File: src/logic/pdt_pkg.sv
package pdt_pkg;

  // --------------------------------------------------------------------
  // Structure
  // --------------------------------------------------------------------
  localparam int NUM_PAIRS = 4;
  localparam int NUM_TIMERS = 8;
  localparam int APB_AW = 20;

  // --------------------------------------------------------------------
  // Register indices (byte address = 4 * index)
  // --------------------------------------------------------------------
  localparam logic [15:0] PAIR_A_LOWER_CTRL_IDX = 16'hff30;
  localparam logic [15:0] PAIR_A_UPPER_CTRL_IDX = 16'hff31;
  // Timer t control sits at CTRL_BASE_IDX + t
  localparam logic [15:0] CTRL_BASE_IDX = PAIR_A_LOWER_CTRL_IDX;
  localparam logic [15:0] PRESC_BASE_IDX = 16'hff38;
  localparam logic [15:0] RELOAD_BASE_IDX = 16'hff50;
  localparam logic [15:0] COMPARE_BASE_IDX = 16'hff58;
  localparam logic [15:0] COUNT_BASE_IDX = 16'hff60;

  // --------------------------------------------------------------------
  // Control register fields
  // --------------------------------------------------------------------
  localparam int CTL_MODE_BIT = 7;
  localparam int CTL_NR_BIT = 6;
  localparam int CTL_RSV_BIT = 4;
  localparam int CTL_OE_BIT = 3;
  localparam int CTL_RUN_BIT = 2;
  localparam int CTL_PRESET_BIT = 1;
  localparam int CTL_CKSEL_BIT = 0;
  localparam logic [7:0] CTL_LOWER_RD_MASK = 8'hdd;
  localparam logic [7:0] CTL_UPPER_RD_MASK = 8'h1d;

  // --------------------------------------------------------------------
  // Prescaler register fields
  // --------------------------------------------------------------------
  localparam int PS_GATE_BIT = 4;
  localparam int PS_SRC_BIT = 3;
  localparam int PS_DIV_LSB = 0;
  localparam int PS_DIV_W = 3;
  localparam logic [7:0] PS_RD_MASK = 8'h1f;

  // --------------------------------------------------------------------
  // Reset values
  // --------------------------------------------------------------------
  localparam logic [7:0] CTRL_RST = 8'h00;
  localparam logic [7:0] PRESC_RST = 8'h00;
  localparam logic [7:0] RELOAD_RST = 8'hff;
  localparam logic [7:0] COMPARE_RST = 8'h00;

  // --------------------------------------------------------------------
  // Timing
  // --------------------------------------------------------------------
  localparam int CLK_HZ = 125_000_000;
  localparam int SLOW_OSC_HZ = 32_768;
  localparam int FAST_OSC_HZ = 4_000_000;
  localparam int SLOW_DIV_DEF = CLK_HZ / SLOW_OSC_HZ;
  localparam int FAST_DIV_DEF = CLK_HZ / FAST_OSC_HZ;
  localparam logic [4:0] NR_SLOW_PERIODS = 5'd16;

  typedef enum logic [2:0] {K_NONE, K_CTRL, K_PRESC, K_RELOAD, K_COMPARE, K_COUNT} pdt_kind_e;

  // Fast source: /1 /2 /8 /32 /64 /256 /1024 /4096 as a shift
  function automatic logic [3:0] fast_shift(input logic [2:0] code);
    logic [3:0] s;
    s = 4'd0;
    case (code)
      3'd0: s = 4'd0;
      3'd1: s = 4'd1;
      3'd2: s = 4'd3;
      3'd3: s = 4'd5;
      3'd4: s = 4'd6;
      3'd5: s = 4'd8;
      3'd6: s = 4'd10;
      default: s = 4'd12;
    endcase
    return s;
  endfunction

endpackage

File: src/logic/pdt_timer.sv
`timescale 1ns/1ns
// Contract
// RULE_01: Four pairs, each 16-bit down counter.
// RULE_02: Width bit: 0 two 8-bit, 1 one 16-bit.
// RULE_03: 8-bit mode: each timer own control bits.
// RULE_04: 16-bit: lower underflow clocks upper timer.
// RULE_05: 16-bit: run/preset/clock lower, output enable upper.
// RULE_06: 16-bit: upper clock setting ignored.
// RULE_07: Clock select: 0 prescaler, 1 external pin.
// RULE_08: External clock pin shared per timer pair.
// RULE_09: Noise filter enable per pair, reset 0.
// RULE_10: Filter drops pulses under 16 slow periods.
// RULE_11: Event pulses at least 32 slow periods.
// RULE_12: Prescaler source: 1 slow, 0 fast.
// RULE_13: Software enables fast oscillator before use.
// RULE_14: Fast divisions 1,2,8,32,64,256,1024,4096.
// RULE_15: Slow divisions 1 through 128 by powers.
// RULE_16: Prescaled clock passes only while gate set.
// RULE_17: Reload/compare waveform on pin when enabled.
// RULE_18: Timer 1, 5 underflows exported.
// RULE_19: Preset reads 0, D4 stores, unused zero.
// RULE_20: Preset loads reload now; 16-bit loads all.
// RULE_21: Underflow flags, reloads, keeps counting.
// RULE_22: Count equals compare gives match pulse.
// RULE_23: Run starts counting; stop holds count.
// RULE_24: Synchronise events, count on falling edges.
// RULE_25: Everything resets to zero, timers stopped; reload registers reset to 8'hff instead.
module pdt_timer
  #(
    parameter int unsigned SLOW_DIV = pdt_pkg::SLOW_DIV_DEF,
    parameter int unsigned FAST_DIV = pdt_pkg::FAST_DIV_DEF
  )
  (
    input wire logic CLK_I,
    input wire logic RESET_I,
    input wire logic PSEL_I,
    input wire logic PENABLE_I,
    input wire logic PWRITE_I,
    input wire logic [pdt_pkg::APB_AW-1:0] PADDR_I,
    input wire logic [31:0] PWDATA_I,
    input wire logic [3:0] PSTRB_I,
    output logic [31:0] PRDATA_O,
    output logic PREADY_O,
    output logic PSLVERR_O,
    input wire logic [pdt_pkg::NUM_PAIRS-1:0] EVENT_PIN_I,
    output logic [pdt_pkg::NUM_PAIRS-1:0] TIMER_WAVE_OUTPUT_PIN_O,
    output logic [pdt_pkg::NUM_TIMERS-1:0] UNDERFLOW_O,
    output logic [pdt_pkg::NUM_TIMERS-1:0] MATCH_O,
    output logic SERIAL_CLK_SRC_O,
    output logic FRAME_SRC_O
  );
  import pdt_pkg::*;

  logic [7:0] ctrl_q [NUM_TIMERS];
  logic [7:0] presc_q [NUM_TIMERS];
  logic [7:0] reload_q [NUM_TIMERS];
  logic [7:0] compare_q [NUM_TIMERS];
  logic [15:0] cnt_all [NUM_PAIRS];
  logic [NUM_TIMERS-1:0] preset_wr, int_tick, sel_tick, uf_ev, cm_ev, wave_q;
  logic [NUM_PAIRS-1:0] ext_fall;

  // ------------------------------------------------------------------
  // Oscillator tick dividers and prescaler chains
  // ------------------------------------------------------------------
  logic [11:0] slow_div_q, fast_div_q, fast_ps_q;
  logic slow_tick_q, fast_tick_q;
  logic [6:0] slow_ps_q;

  // Shared ripple counts; each timer taps its own division
  always_ff @(posedge CLK_I)
  begin
    if (RESET_I)
    begin
      slow_div_q <= 12'h000;
      fast_div_q <= 12'h000;
      slow_tick_q <= 1'b0;
      fast_tick_q <= 1'b0;
      slow_ps_q <= 7'h00;
      fast_ps_q <= 12'h000;
    end
    else
    begin
      slow_div_q <= (slow_div_q == 12'(SLOW_DIV - 1)) ? 12'h000 : slow_div_q + 12'h001;
      fast_div_q <= (fast_div_q == 12'(FAST_DIV - 1)) ? 12'h000 : fast_div_q + 12'h001;
      slow_tick_q <= (slow_div_q == 12'(SLOW_DIV - 1));
      fast_tick_q <= (fast_div_q == 12'(FAST_DIV - 1));
      if (slow_tick_q)
        slow_ps_q <= slow_ps_q + 7'h01;
      if (fast_tick_q)
        fast_ps_q <= fast_ps_q + 12'h001;
    end
  end

  for (genvar t = 0; t < NUM_TIMERS; t++)
  begin : g_timer
    logic [2:0] div;
    logic [6:0] smask;
    logic [11:0] fmask;
    logic src_tick;
    assign div = presc_q[t][PS_DIV_LSB +: PS_DIV_W];
    assign smask = 7'((8'h01 << div) - 8'h01); // RULE_15
    assign fmask = 12'((13'h0001 << fast_shift(div)) - 13'h0001); // RULE_14
    assign src_tick = presc_q[t][PS_SRC_BIT] ? (slow_tick_q & (&(slow_ps_q | ~smask)))
                                             : (fast_tick_q & (&(fast_ps_q | ~fmask))); // RULE_12
    assign int_tick[t] = presc_q[t][PS_GATE_BIT] & src_tick; // RULE_16
    assign sel_tick[t] = ctrl_q[t][CTL_CKSEL_BIT] ? ext_fall[t / 2] : int_tick[t]; // RULE_07 RULE_08
  end

  // ------------------------------------------------------------------
  // Per pair: event input path and counter
  // ------------------------------------------------------------------
  for (genvar p = 0; p < NUM_PAIRS; p++)
  begin : g_pair
    localparam int L = 2 * p;
    localparam int H = 2 * p + 1;
    logic ev_s1_q, ev_s2_q;
    logic nr_lvl_q;
    logic [4:0] nr_cnt_q;
    logic ext_lvl;
    logic ext_prev_q;
    logic [15:0] cnt_q, cnt_d;
    logic mode16;
    logic tick_l, tick_h, uf_l, uf_h, cm_l, cm_h;

    always_ff @(posedge CLK_I)
    begin
      if (RESET_I)
      begin
        ev_s1_q <= 1'b0;
        ev_s2_q <= 1'b0;
        ext_prev_q <= 1'b0;
      end
      else
      begin
        ev_s1_q <= EVENT_PIN_I[p]; // RULE_24
        ev_s2_q <= ev_s1_q;
        ext_prev_q <= ext_lvl;
      end
    end

    // Level must hold 16 slow periods before it is believed
    always_ff @(posedge CLK_I)
    begin
      if (RESET_I)
      begin
        nr_lvl_q <= 1'b0;
        nr_cnt_q <= 5'd0;
      end
      else if (ev_s2_q == nr_lvl_q)
        nr_cnt_q <= 5'd0;
      else if (slow_tick_q)
      begin
        if (nr_cnt_q == NR_SLOW_PERIODS - 5'd1) // RULE_10
        begin
          nr_lvl_q <= ev_s2_q;
          nr_cnt_q <= 5'd0;
        end
        else
          nr_cnt_q <= nr_cnt_q + 5'd1;
      end
    end

    assign ext_lvl = ctrl_q[L][CTL_NR_BIT] ? nr_lvl_q : ev_s2_q; // RULE_09

    assign ext_fall[p] = ext_prev_q & ~ext_lvl; // RULE_24
    assign mode16 = ctrl_q[L][CTL_MODE_BIT]; // RULE_02

    always_comb
    begin
      tick_l = ctrl_q[L][CTL_RUN_BIT] & sel_tick[L]; // RULE_23
      tick_h = ctrl_q[H][CTL_RUN_BIT] & sel_tick[H];
      cnt_d = cnt_q;
      uf_l = 1'b0;
      uf_h = 1'b0;
      cm_l = 1'b0;
      cm_h = 1'b0;
      if (mode16)
      begin
        // Upper byte steps only on lower-byte borrow
        if (preset_wr[L]) // RULE_05 RULE_20
          cnt_d = {reload_q[H], reload_q[L]};
        else if (tick_l) // RULE_04 RULE_06
        begin
          if (cnt_q == 16'h0000)
          begin
            cnt_d = {reload_q[H], reload_q[L]}; // RULE_21
            uf_h = 1'b1;
          end
          else
          begin
            cnt_d = cnt_q - 16'h0001;
            cm_h = (cnt_d == {compare_q[H], compare_q[L]}); // RULE_22
          end
        end
      end
      else
      begin
        if (preset_wr[L]) // RULE_03 RULE_20
          cnt_d[7:0] = reload_q[L];
        else if (tick_l)
        begin
          if (cnt_q[7:0] == 8'h00)
          begin
            cnt_d[7:0] = reload_q[L]; // RULE_21
            uf_l = 1'b1;
          end
          else
          begin
            cnt_d[7:0] = cnt_q[7:0] - 8'h01;
            cm_l = (cnt_d[7:0] == compare_q[L]); // RULE_22
          end
        end
        if (preset_wr[H]) // RULE_03 RULE_20
          cnt_d[15:8] = reload_q[H];
        else if (tick_h)
        begin
          if (cnt_q[15:8] == 8'h00)
          begin
            cnt_d[15:8] = reload_q[H]; // RULE_21
            uf_h = 1'b1;
          end
          else
          begin
            cnt_d[15:8] = cnt_q[15:8] - 8'h01;
            cm_h = (cnt_d[15:8] == compare_q[H]); // RULE_22
          end
        end
      end
    end

    always_ff @(posedge CLK_I)
    begin
      if (RESET_I)
        cnt_q <= 16'h0000;
      else
        cnt_q <= cnt_d; // RULE_01
    end

    assign cnt_all[p] = cnt_q;
    assign uf_ev[L] = uf_l;
    assign uf_ev[H] = uf_h;
    assign cm_ev[L] = cm_l;
    assign cm_ev[H] = cm_h;
  end

  // ------------------------------------------------------------------
  // Waveform, event pulses and pins
  // ------------------------------------------------------------------
  // Low from reload until compare hit, then high until underflow
  always_ff @(posedge CLK_I)
  begin
    if (RESET_I)
      wave_q <= '0;
    else
      for (int t = 0; t < NUM_TIMERS; t++)
        if (uf_ev[t])
          wave_q[t] <= 1'b0; // RULE_17
        else if (cm_ev[t])
          wave_q[t] <= 1'b1;
  end

  always_ff @(posedge CLK_I)
  begin
    if (RESET_I)
      TIMER_WAVE_OUTPUT_PIN_O <= '0; // RULE_25
    else
      for (int p = 0; p < NUM_PAIRS; p++)
        if (ctrl_q[2 * p][CTL_MODE_BIT])
          TIMER_WAVE_OUTPUT_PIN_O[p] <= ctrl_q[2 * p + 1][CTL_OE_BIT] & wave_q[2 * p + 1]; // RULE_05
        else
          TIMER_WAVE_OUTPUT_PIN_O[p] <= (ctrl_q[2 * p][CTL_OE_BIT] & wave_q[2 * p])
                                      | (ctrl_q[2 * p + 1][CTL_OE_BIT] & wave_q[2 * p + 1]); // RULE_17
  end

  always_ff @(posedge CLK_I)
  begin
    if (RESET_I)
    begin
      UNDERFLOW_O <= '0;
      MATCH_O <= '0;
      SERIAL_CLK_SRC_O <= 1'b0;
      FRAME_SRC_O <= 1'b0;
    end
    else
    begin
      UNDERFLOW_O <= uf_ev; // RULE_21
      MATCH_O <= cm_ev; // RULE_22
      SERIAL_CLK_SRC_O <= uf_ev[1]; // RULE_18
      FRAME_SRC_O <= uf_ev[5]; // RULE_18
    end
  end

  // ------------------------------------------------------------------
  // APB slave: one wait state, answer registered
  // ------------------------------------------------------------------
  logic [17:0] idx;
  logic [14:0] grp;
  logic [2:0] dec_t;
  pdt_kind_e dec_kind;
  logic [7:0] rd_byte;
  logic bus_wr, acc_first;

  assign idx = PADDR_I[APB_AW-1:2];
  assign grp = idx[17:3];
  assign dec_t = idx[2:0];
  assign acc_first = PSEL_I & PENABLE_I & ~PREADY_O;

  always_comb
  begin
    if (PADDR_I[1:0] != 2'b00)
      dec_kind = K_NONE;
    else if (grp == 15'(CTRL_BASE_IDX >> 3))
      dec_kind = K_CTRL;
    else if (grp == 15'(PRESC_BASE_IDX >> 3))
      dec_kind = K_PRESC;
    else if (grp == 15'(RELOAD_BASE_IDX >> 3))
      dec_kind = K_RELOAD;
    else if (grp == 15'(COMPARE_BASE_IDX >> 3))
      dec_kind = K_COMPARE;
    else if (grp == 15'(COUNT_BASE_IDX >> 3))
      dec_kind = K_COUNT;
    else
      dec_kind = K_NONE;
  end

  always_comb
  begin
    rd_byte = 8'h00;
    case (dec_kind)
      K_CTRL:
        rd_byte = ctrl_q[dec_t] & (dec_t[0] ? CTL_UPPER_RD_MASK : CTL_LOWER_RD_MASK); // RULE_19
      K_PRESC:
        rd_byte = presc_q[dec_t] & PS_RD_MASK;
      K_RELOAD:
        rd_byte = reload_q[dec_t];
      K_COMPARE:
        rd_byte = compare_q[dec_t];
      K_COUNT:
        rd_byte = dec_t[0] ? cnt_all[dec_t[2:1]][15:8] : cnt_all[dec_t[2:1]][7:0];
      default:
        rd_byte = 8'h00;
    endcase
  end

  always_ff @(posedge CLK_I)
  begin
    if (RESET_I)
    begin
      PREADY_O <= 1'b0;
      PSLVERR_O <= 1'b0;
      PRDATA_O <= 32'h0000_0000;
    end
    else
    begin
      PREADY_O <= acc_first;
      PSLVERR_O <= acc_first & (dec_kind == K_NONE);
      if (acc_first & ~PWRITE_I)
        PRDATA_O <= {24'h00_0000, rd_byte};
    end
  end

  // Writes land on the edge that samples PREADY_O high
  assign bus_wr = PSEL_I & PENABLE_I & PREADY_O & PWRITE_I & PSTRB_I[0];

  always_comb
  begin
    for (int t = 0; t < NUM_TIMERS; t++)
      preset_wr[t] = bus_wr & (dec_kind == K_CTRL) & (dec_t == 3'(t)) & PWDATA_I[CTL_PRESET_BIT]; // RULE_20
  end

  // Preset is a strobe and never stored, so it reads 0
  always_ff @(posedge CLK_I)
  begin
    if (RESET_I)
    begin
      for (int t = 0; t < NUM_TIMERS; t++)
      begin
        ctrl_q[t] <= CTRL_RST; // RULE_25
        presc_q[t] <= PRESC_RST;
        reload_q[t] <= RELOAD_RST;
        compare_q[t] <= COMPARE_RST;
      end
    end
    else if (bus_wr)
    begin
      if (dec_kind == K_CTRL)
        ctrl_q[dec_t] <= PWDATA_I[7:0] & (dec_t[0] ? CTL_UPPER_RD_MASK : CTL_LOWER_RD_MASK); // RULE_19
      else if (dec_kind == K_PRESC)
        presc_q[dec_t] <= PWDATA_I[7:0] & PS_RD_MASK;
      else if (dec_kind == K_RELOAD)
        reload_q[dec_t] <= PWDATA_I[7:0];
      else if (dec_kind == K_COMPARE)
        compare_q[dec_t] <= PWDATA_I[7:0];
    end
  end

endmodule

File: config.mk
export PLATFORM = sky130hd
export DESIGN_NAME = pdt_timer
export DESIGN_NICKNAME = d
export VERILOG_FILES = /design/src/logic/pdt_pkg.sv /design/src/logic/pdt_timer.sv
export SDC_FILE = /design/constraint.sdc
export NUM_CORES = 1
export LEC_CHECK = 0
export BUFFER_PORTS_ARGS = -buffer_cell sky130_fd_sc_hd__buf_2
export CAP_MARGIN = 20
export CORE_UTILIZATION = 54
export DETAILED_ROUTE_END_ITERATION = 16
export HOLD_SLACK_MARGIN = 0.06
export PLACE_DENSITY_LB_ADDON = 0.05
export SKIP_LAST_GASP = 1
export SYNTH_ARGS = -nofsm -noshare
export SYNTH_HDL_FRONTEND = slang
export SYNTH_SLANG_ARGS = --single-unit
File: constraint.sdc
create_clock -name CLK_I -period 3.5 [get_ports CLK_I]
set_input_delay 0.35 -clock CLK_I [delete_from_list [all_inputs] [get_ports CLK_I]]
set_output_delay 0.35 -clock CLK_I [all_outputs]
set_load 0.005 [all_outputs]
==> results of run 1 <==
## cell usage after synthesis (57+ instances only)
| library cell | number | area (um^2) |
|---|---|---|
| and3_1 | 57 | 357 |
| nand3_1 | 69 | 345 |
| nor2_1 | 271 | 1020 |
| nand2_1 | 166 | 623 |
| mux4_2 | 73 | 1640 |
| edfxtp_1 | 208 | 6250 |
| xnor2_1 | 107 | 937 |
| and2_1 | 91 | 569 |
| inv_1 | 61 | 229 |
| o21ai_0 | 173 | 866 |
| nor3_1 | 71 | 355 |
| xor2_1 | 81 | 709 |
| a21oi_1 | 115 | 576 |
| dfxtp_1 | 183 | 3660 |
| clkbuf_1 | 161 | 604 |
| mux2i_1 | 75 | 751 |
| or3_1 | 99 | 619 |
## power by group through the flow
stage / clock network, mW / logic, mW / registers [mW]
2_1_floorplan: 0 / 1.34 / 5.07
3_3_place_gp: 0 / 1.72 / 5.19
3_5_place_dp: 0 / 1.74 / 5.19
4_1_cts: 5.05 / 1.75 / 5.09
5_1_grt: 5.21 / 1.93 / 5.11
6_report: 5.02 / 1.79 / 5.10
## sequential cells by signal (all words and copies together), names as in the netlist, 7 cells and up
register         flops
UNDERFLOW_O          8
fast_ps_q           12
PRDATA_O             8
MATCH_O              8
wave_q               8
fast_div_q          12
slow_div_q          12
slow_ps_q            7
g_pair.nr_cnt_q     20
ctrl_q              40
g_pair.cnt_q        64
presc_q             40
compare_q           64
reload_q            64
## stage by stage
stage               hold slack [ns]  utilization, %  cells  total power [mW]
detailed placement            0.425            57.8   3288              6.93
global route                  0.102            61.3   3378              12.2
global placement              0.418            57.8   3288              6.91
CTS                          0.0776            61.3   3377              11.9
floorplan                     0.414               -   2711              6.41
finish                       0.0975            61.3   3379              11.9
## cells by family (layout without fill, tap and decap cells)
group                    after synthesis  after routing  share of synthesized area (%)
buffers and inverters                298            365                           5.08
AND/OR/NAND/NOR                     1074           1074                           22.9
XOR/XNOR                             188            188                           6.57
adder cells (fa/ha/maj)               39             39                           1.94
flip-flops                           391            391                           39.5
other                                  1             25                         0.0150
multiplexers                         160            160                           10.1
AO/OA/AOI/OAI                        537            537                           13.9
## per-layer routing
layer	global-route usage, %	wire [um]	vias to the layer above
met2	57.7	39200	1310
met3	7.21	9710	260
li1	-	-	9920
met5	0	24	-
met1	51.4	35500	10800
met4	17.0	4270	4
## timing repair
item | CTS | global route
setup buffers | 0 | 1
resized for setup | 0 | 2
hold endpoints to repair | 4 | 0
endpoints found under the setup margin | 0 | 13
hold buffers | 4 | 0
## area by class of cell
cell class	instances	share of cell area, %
clock inverter	23	0.953
antenna	1	0.00895
clock buffer	62	4.63
sequential	391	35.4
timing repair buffer	216	5.38
tap	600	2.69
multi-input combinational	2022	50.0
inverter	64	0.859
## critical path, cell delays in order (launching register included)
cell       delay [ns]
edfxtp_1         0.43
buf_4            0.21
nand3b_1         0.17
ha_1             0.24
a2111oi_0        0.46
a21oi_1          0.10
o2111ai_1        0.11
nand3_1          0.26
o32ai_1          0.34
buf_4            0.26
mux2_1           0.33
a311oi_1         0.23
## worst max-delay path by stage
stage,startpoint,to,cells after the start
finish,presc_q[4][2]$_SDFFCE_PN0P_,g_pair[2].cnt_q[8]$_SDFFE_PP0P_,11
global route,presc_q[3][2]$_SDFFCE_PN0P_,g_pair[1].cnt_q[8]$_SDFFE_PP0P_,11
CTS,presc_q[3][2]$_SDFFCE_PN0P_,g_pair[1].cnt_q[8]$_SDFFE_PP0P_,11
detailed placement,presc_q[3][2]$_SDFFCE_PN0P_,g_pair[1].cnt_q[8]$_SDFFE_PP0P_,11
global placement,presc_q[3][2]$_SDFFCE_PN0P_,g_pair[1].cnt_q[8]$_SDFFE_PP0P_,11
floorplan,presc_q[2][1]$_SDFFCE_PN0P_,g_pair[1].cnt_q[5]$_SDFFE_PP0P_,13
==> flow_summary.ini, run 1 <==
[run_status]
status = finished, final reports clean

[placement]
io_buffers = 69
place_worst_setup_slack_ns = 0.0876
dpl_cell_area_mm2 = 0.0263
place.gp.congestion = 0.989
hpwlAfterDp_mm = 66.1

[pwr]
p_sw_mw = 3.29
p_int_mw = 8.62
power.leakage_nw = 10.3
power_frac_clock_pct = 42.1
pwr-share-seq_pct = 42.8
switching_share_pct = 27.6
peakVddDrop_uv = 433
power_density_mw_per_mm2 = 426
p_comb_share_pct = 15.0

[global_route]
antenna_found_initial = 5
grt_first_pass_wirelength_mm = 132
grt_max_degree = 67
grt_pass1_vias = 20800
overflow = 0
track_usage_pct = 37.6

[timing]
clock_skew_ns = 0.0127
worst_pin_slew_ns = 0.972
rsz0062_at_grt = no
period_share_pct = 92.5
final.setup.tns_ns = 0
drv_slew = 0
setup_viol = 0
hold_viol_final = 0
max_freq_ghz = 0.309
maxSlewHeadroom_pct = 34.7
period_needed_ns = 3.24
layout_setup_ws_ns = 0.262

[cells_and_area]
multiInputGateArea_mm2 = 0.0140
layout_common_cells = 271 x nor2_1, 208 x edfxtp_1, 183 x dfxtp_1
area_growth_pct = 11.5
drive_gt1_share_pct = 15.4
seqCellArea_mm2 = 0.00991
final_common_cell = nor2_1
fin_nets = 2844
fin_area_mm2 = 0.0280
nFillCells = 3886

[setup_path]
r2r-end = g_pair[2].cnt_q[8]$_SDFFE_PP0P_
path_max_fanout = 13
end_kind = flip-flop
worstSetupStartpointType = flip-flop
timing.rr.start = presc_q[4][2]$_SDFFCE_PN0P_
worst_ep_required_time_ns = 3.99
crit_arrival_ns = 3.73
crit_type = flip-flop to flip-flop
rrSetupSlack_ns = 0.26
reg2reg_depth = 11

[drt]
wl_per_cell_um = 26.2
vias = 22300
via_per_inst = 6.60
drt-initial-drc-count = 2821
drc = 0
drt_wl_total_mm = 88.6
first_pass_iters = 6
ant_nets = 0

[synth]
ys_ff_latch = 391
yosys_most_used_dff = edfxtp_1
seq_area_frac_synth_pct = 39.5
synth-async-reset-ratio_pct = 0
synthesis.area_mm2 = 0.0251
ys_types = 99
avgSynthCellArea_um2 = 9.33
yosys_warnings = 0
synth_edf_count = 208
syn_inst = 2688

[cts]
cts_tree = built
cts-htree-levels = 2
cts-buffers-inserted = 46
path_clk_slew_ns = 0.06
cts_root_buffer = clkbuf_16
clock_sinks = 391
clock_latency_ns = 0.59
cts_buffer_depth = 3

[die]
initial_utilization_pct = 55.0
coreArea_mm2 = 0.0456
die_w_um = 218
io_pins = 121
dieArea_mm2 = 0.0473
rows = 78
die-height_um = 218

[min_path]
holdPathStages = 2
min_from = RESET_I
min_to = g_pair[3].nr_lvl_q$_SDFFE_PP0P_
hp-class = input pin to flip-flop

[flow_run]
cap_violations = 0
Note: power is estimated with default switching activity, not from simulation.
==> run 2: changes to the inputs <==
--- a/config.mk
+++ b/config.mk
@@ -7,10 +7,12 @@
 export LEC_CHECK = 0
 export BUFFER_PORTS_ARGS = -buffer_cell sky130_fd_sc_hd__buf_2
 export CAP_MARGIN = 20
+export CORE_ASPECT_RATIO = 2
 export CORE_UTILIZATION = 54
 export DETAILED_ROUTE_END_ITERATION = 16
 export HOLD_SLACK_MARGIN = 0.06
 export PLACE_DENSITY_LB_ADDON = 0.05
+export RECOVER_POWER = 100
 export SKIP_LAST_GASP = 1
 export SYNTH_ARGS = -nofsm -noshare
 export SYNTH_HDL_FRONTEND = slang
==> run 2 against run 1 <==
Compared with the run above: the run now ends with capacitance limit, slew limit left; maximum frequency is 6.3% lower; sequential share of layout area is 0.38 points higher; total power is 4.2% lower; die area is 0.11% higher; largest cell class unchanged; highest routed layer unchanged.
==> flow_summary.ini, run 2 (synthesized netlist as in run 1, its figures left out) <==
[cells_and_area]
top_regs = compare_q x64, g_pair.cnt_q x64, reload_q x64
layout_common_cells = 271 x nor2_1, 208 x edfxtp_1, 183 x dfxtp_1
nFillCells = 4059
stdcell_count = 3356
fin_area_mm2 = 0.0277
finalCoreUtilization_pct = 60.3
fin_nets = 2857
drive_gt1_share_pct = 13.3
area_growth_pct = 10.3
final_common_cell = nor2_1

[timing]
hold_viol_final = 0
rsz0062_at_grt = no
worst_pin_slew_ns = 1.94
final.setup.tns_ns = 0
whs_ns = 0.0678
drv_slew = 62
layout_setup_ws_ns = 0.0441
period_needed_ns = 3.46
setup_viol = 0
clock_skew_ns = 0.0274
max_freq_ghz = 0.289
period_share_pct = 98.7
maxSlewHeadroom_pct = -29.5

[drt]
m1WireLength_mm = 30.2
ant_nets = 0
wl_met3_mm = 6.69
top_layer_used = met5
met2WireLength_mm = 49.7
vias = 22500
drt_wl_total_mm = 99.6
drt-initial-drc-count = 2174
via_per_inst = 6.70
drc = 0
first_pass_iters = 5
wl_per_cell_um = 29.7

[placement]
place.gp.congestion = 1.11
dpl_cell_area_mm2 = 0.0265
io_buffers = 69
hpwlAfterDp_mm = 76.1
place_worst_setup_slack_ns = 0.147
placed_cells = 3275

[pwr]
power_mw = 11.4
power.leakage_nw = 9.99
p_sw_mw = 3.14
peakVddDrop_uv = 421
p_comb_share_pct = 15.6
power_frac_clock_pct = 39.5
pwr-share-seq_pct = 44.9
switching_share_pct = 27.5
power_density_mw_per_mm2 = 413
p_int_mw = 8.27

[die]
dieArea_mm2 = 0.0474
initial_utilization_pct = 54.7
io_pins = 121
die-height_um = 307
rows = 111
coreArea_mm2 = 0.0458
die_w_um = 154

[global_route]
grt_first_pass_wirelength_mm = 143
grt_max_degree = 64
overflow = 0
antenna_found_initial = 13
track_usage_pct = 42.7
grt_pass1_vias = 21900

[setup_path]
crit_arrival_ns = 3.89
crit_buf_inv = 3
crit_chain = buf_4, or3b_2, ha_1, o211ai_1, a311oi_1, a21boi_0, a311oi_1, clkbuf_1, nand3_1, o31ai_4, buf_4, mux2i_1, nor2_1
end_kind = flip-flop
crit_type = flip-flop to flip-flop
cp_slowest_cell = or3b_2
path_max_fanout = 12
cp_slowest_stage_delay_ns = 0.46
worstSetupStartpointType = flip-flop
path_delay_family = compound AO/OA/AOI/OAI gates
worst_ep_required_time_ns = 3.93

[cts]
clock_latency_ns = 0.57
cts-htree-levels = 2
cts_root_buffer = clkbuf_16
path_clk_slew_ns = 0.07
post-cts-setup-buffers = 0
cts_buffer_depth = 3
cts_tree = built
clock_sinks = 391
cts-buffers-inserted = 39

[min_path]
hp-class = input pin to flip-flop

[flow_run]
cap_violations = 2

[run_status]
violations = capacitance limit, slew limit
status = complete, but fails checks
[run 2: worst paths after layout]
kind	end	from	slack, ns	depth (start not counted)
max	g_pair[1].cnt_q[14]$_SDFFE_PP0P_	presc_q[2][2]$_SDFFCE_PN0P_	0.04	13
min	g_pair[2].ev_s1_q$_SDFF_PP0_	EVENT_PIN_I[2]	0.07	2
max reg2reg	g_pair[1].cnt_q[14]$_SDFFE_PP0P_	presc_q[2][2]$_SDFFCE_PN0P_	0.04	13
min reg2reg	g_pair[2].ev_s2_q$_SDFF_PP0_	g_pair[2].ev_s1_q$_SDFF_PP0_	0.44	1
[run 2: area by class of cell]
class | instances | area [um^2] | area share, %
flip-flops and latches | 391 | 9910 | 35.8
clock inverters | 19 | 258 | 0.932
clock buffers | 51 | 1080 | 3.91
well taps | 565 | 707 | 2.56
inverters | 64 | 240 | 0.869
repair buffers | 236 | 1440 | 5.22
diodes | 8 | 20.0 | 0.0724
multi-input cells | 2022 | 14000 | 50.6
[run 2: power groups by stage]
stage,clock network [mW],registers [mW],logic (mW)
2_1_floorplan,0,5.07,1.34
3_3_place_gp,0,5.21,1.73
3_5_place_dp,0,5.21,1.76
4_1_cts,4.56,5.11,1.77
5_1_grt,4.71,5.12,1.93
6_report,4.51,5.13,1.78
[run 2: repair_timing]
action | CTS | global route
gates resized for setup | 0 | 1
hold buffers | 3 | 0
setup endpoints to repair | 0 | 8
endpoints found under the hold margin | 3 | 0
[run 2: routing by layer]
layer  GRT usage, %  vias to the layer above
met5              0                        -
met4           47.4                        2
met3           7.98                      491
met2           74.2                     1217
met1           39.7                    10800
li1               -                     9953
[run 2: worst reg2reg max path, stage by stage, from the launching register on]
cell and delay [ns]:
edfxtp_1 0.42, buf_4 0.20, or3b_2 0.47, ha_1 0.29
o211ai_1 0.17, a311oi_1 0.07, a21boi_0 0.16, a311oi_1 0.35
clkbuf_1 0.34, nand3_1 0.21, o31ai_4 0.20, buf_4 0.20
mux2i_1 0.20, nor2_1 0.06
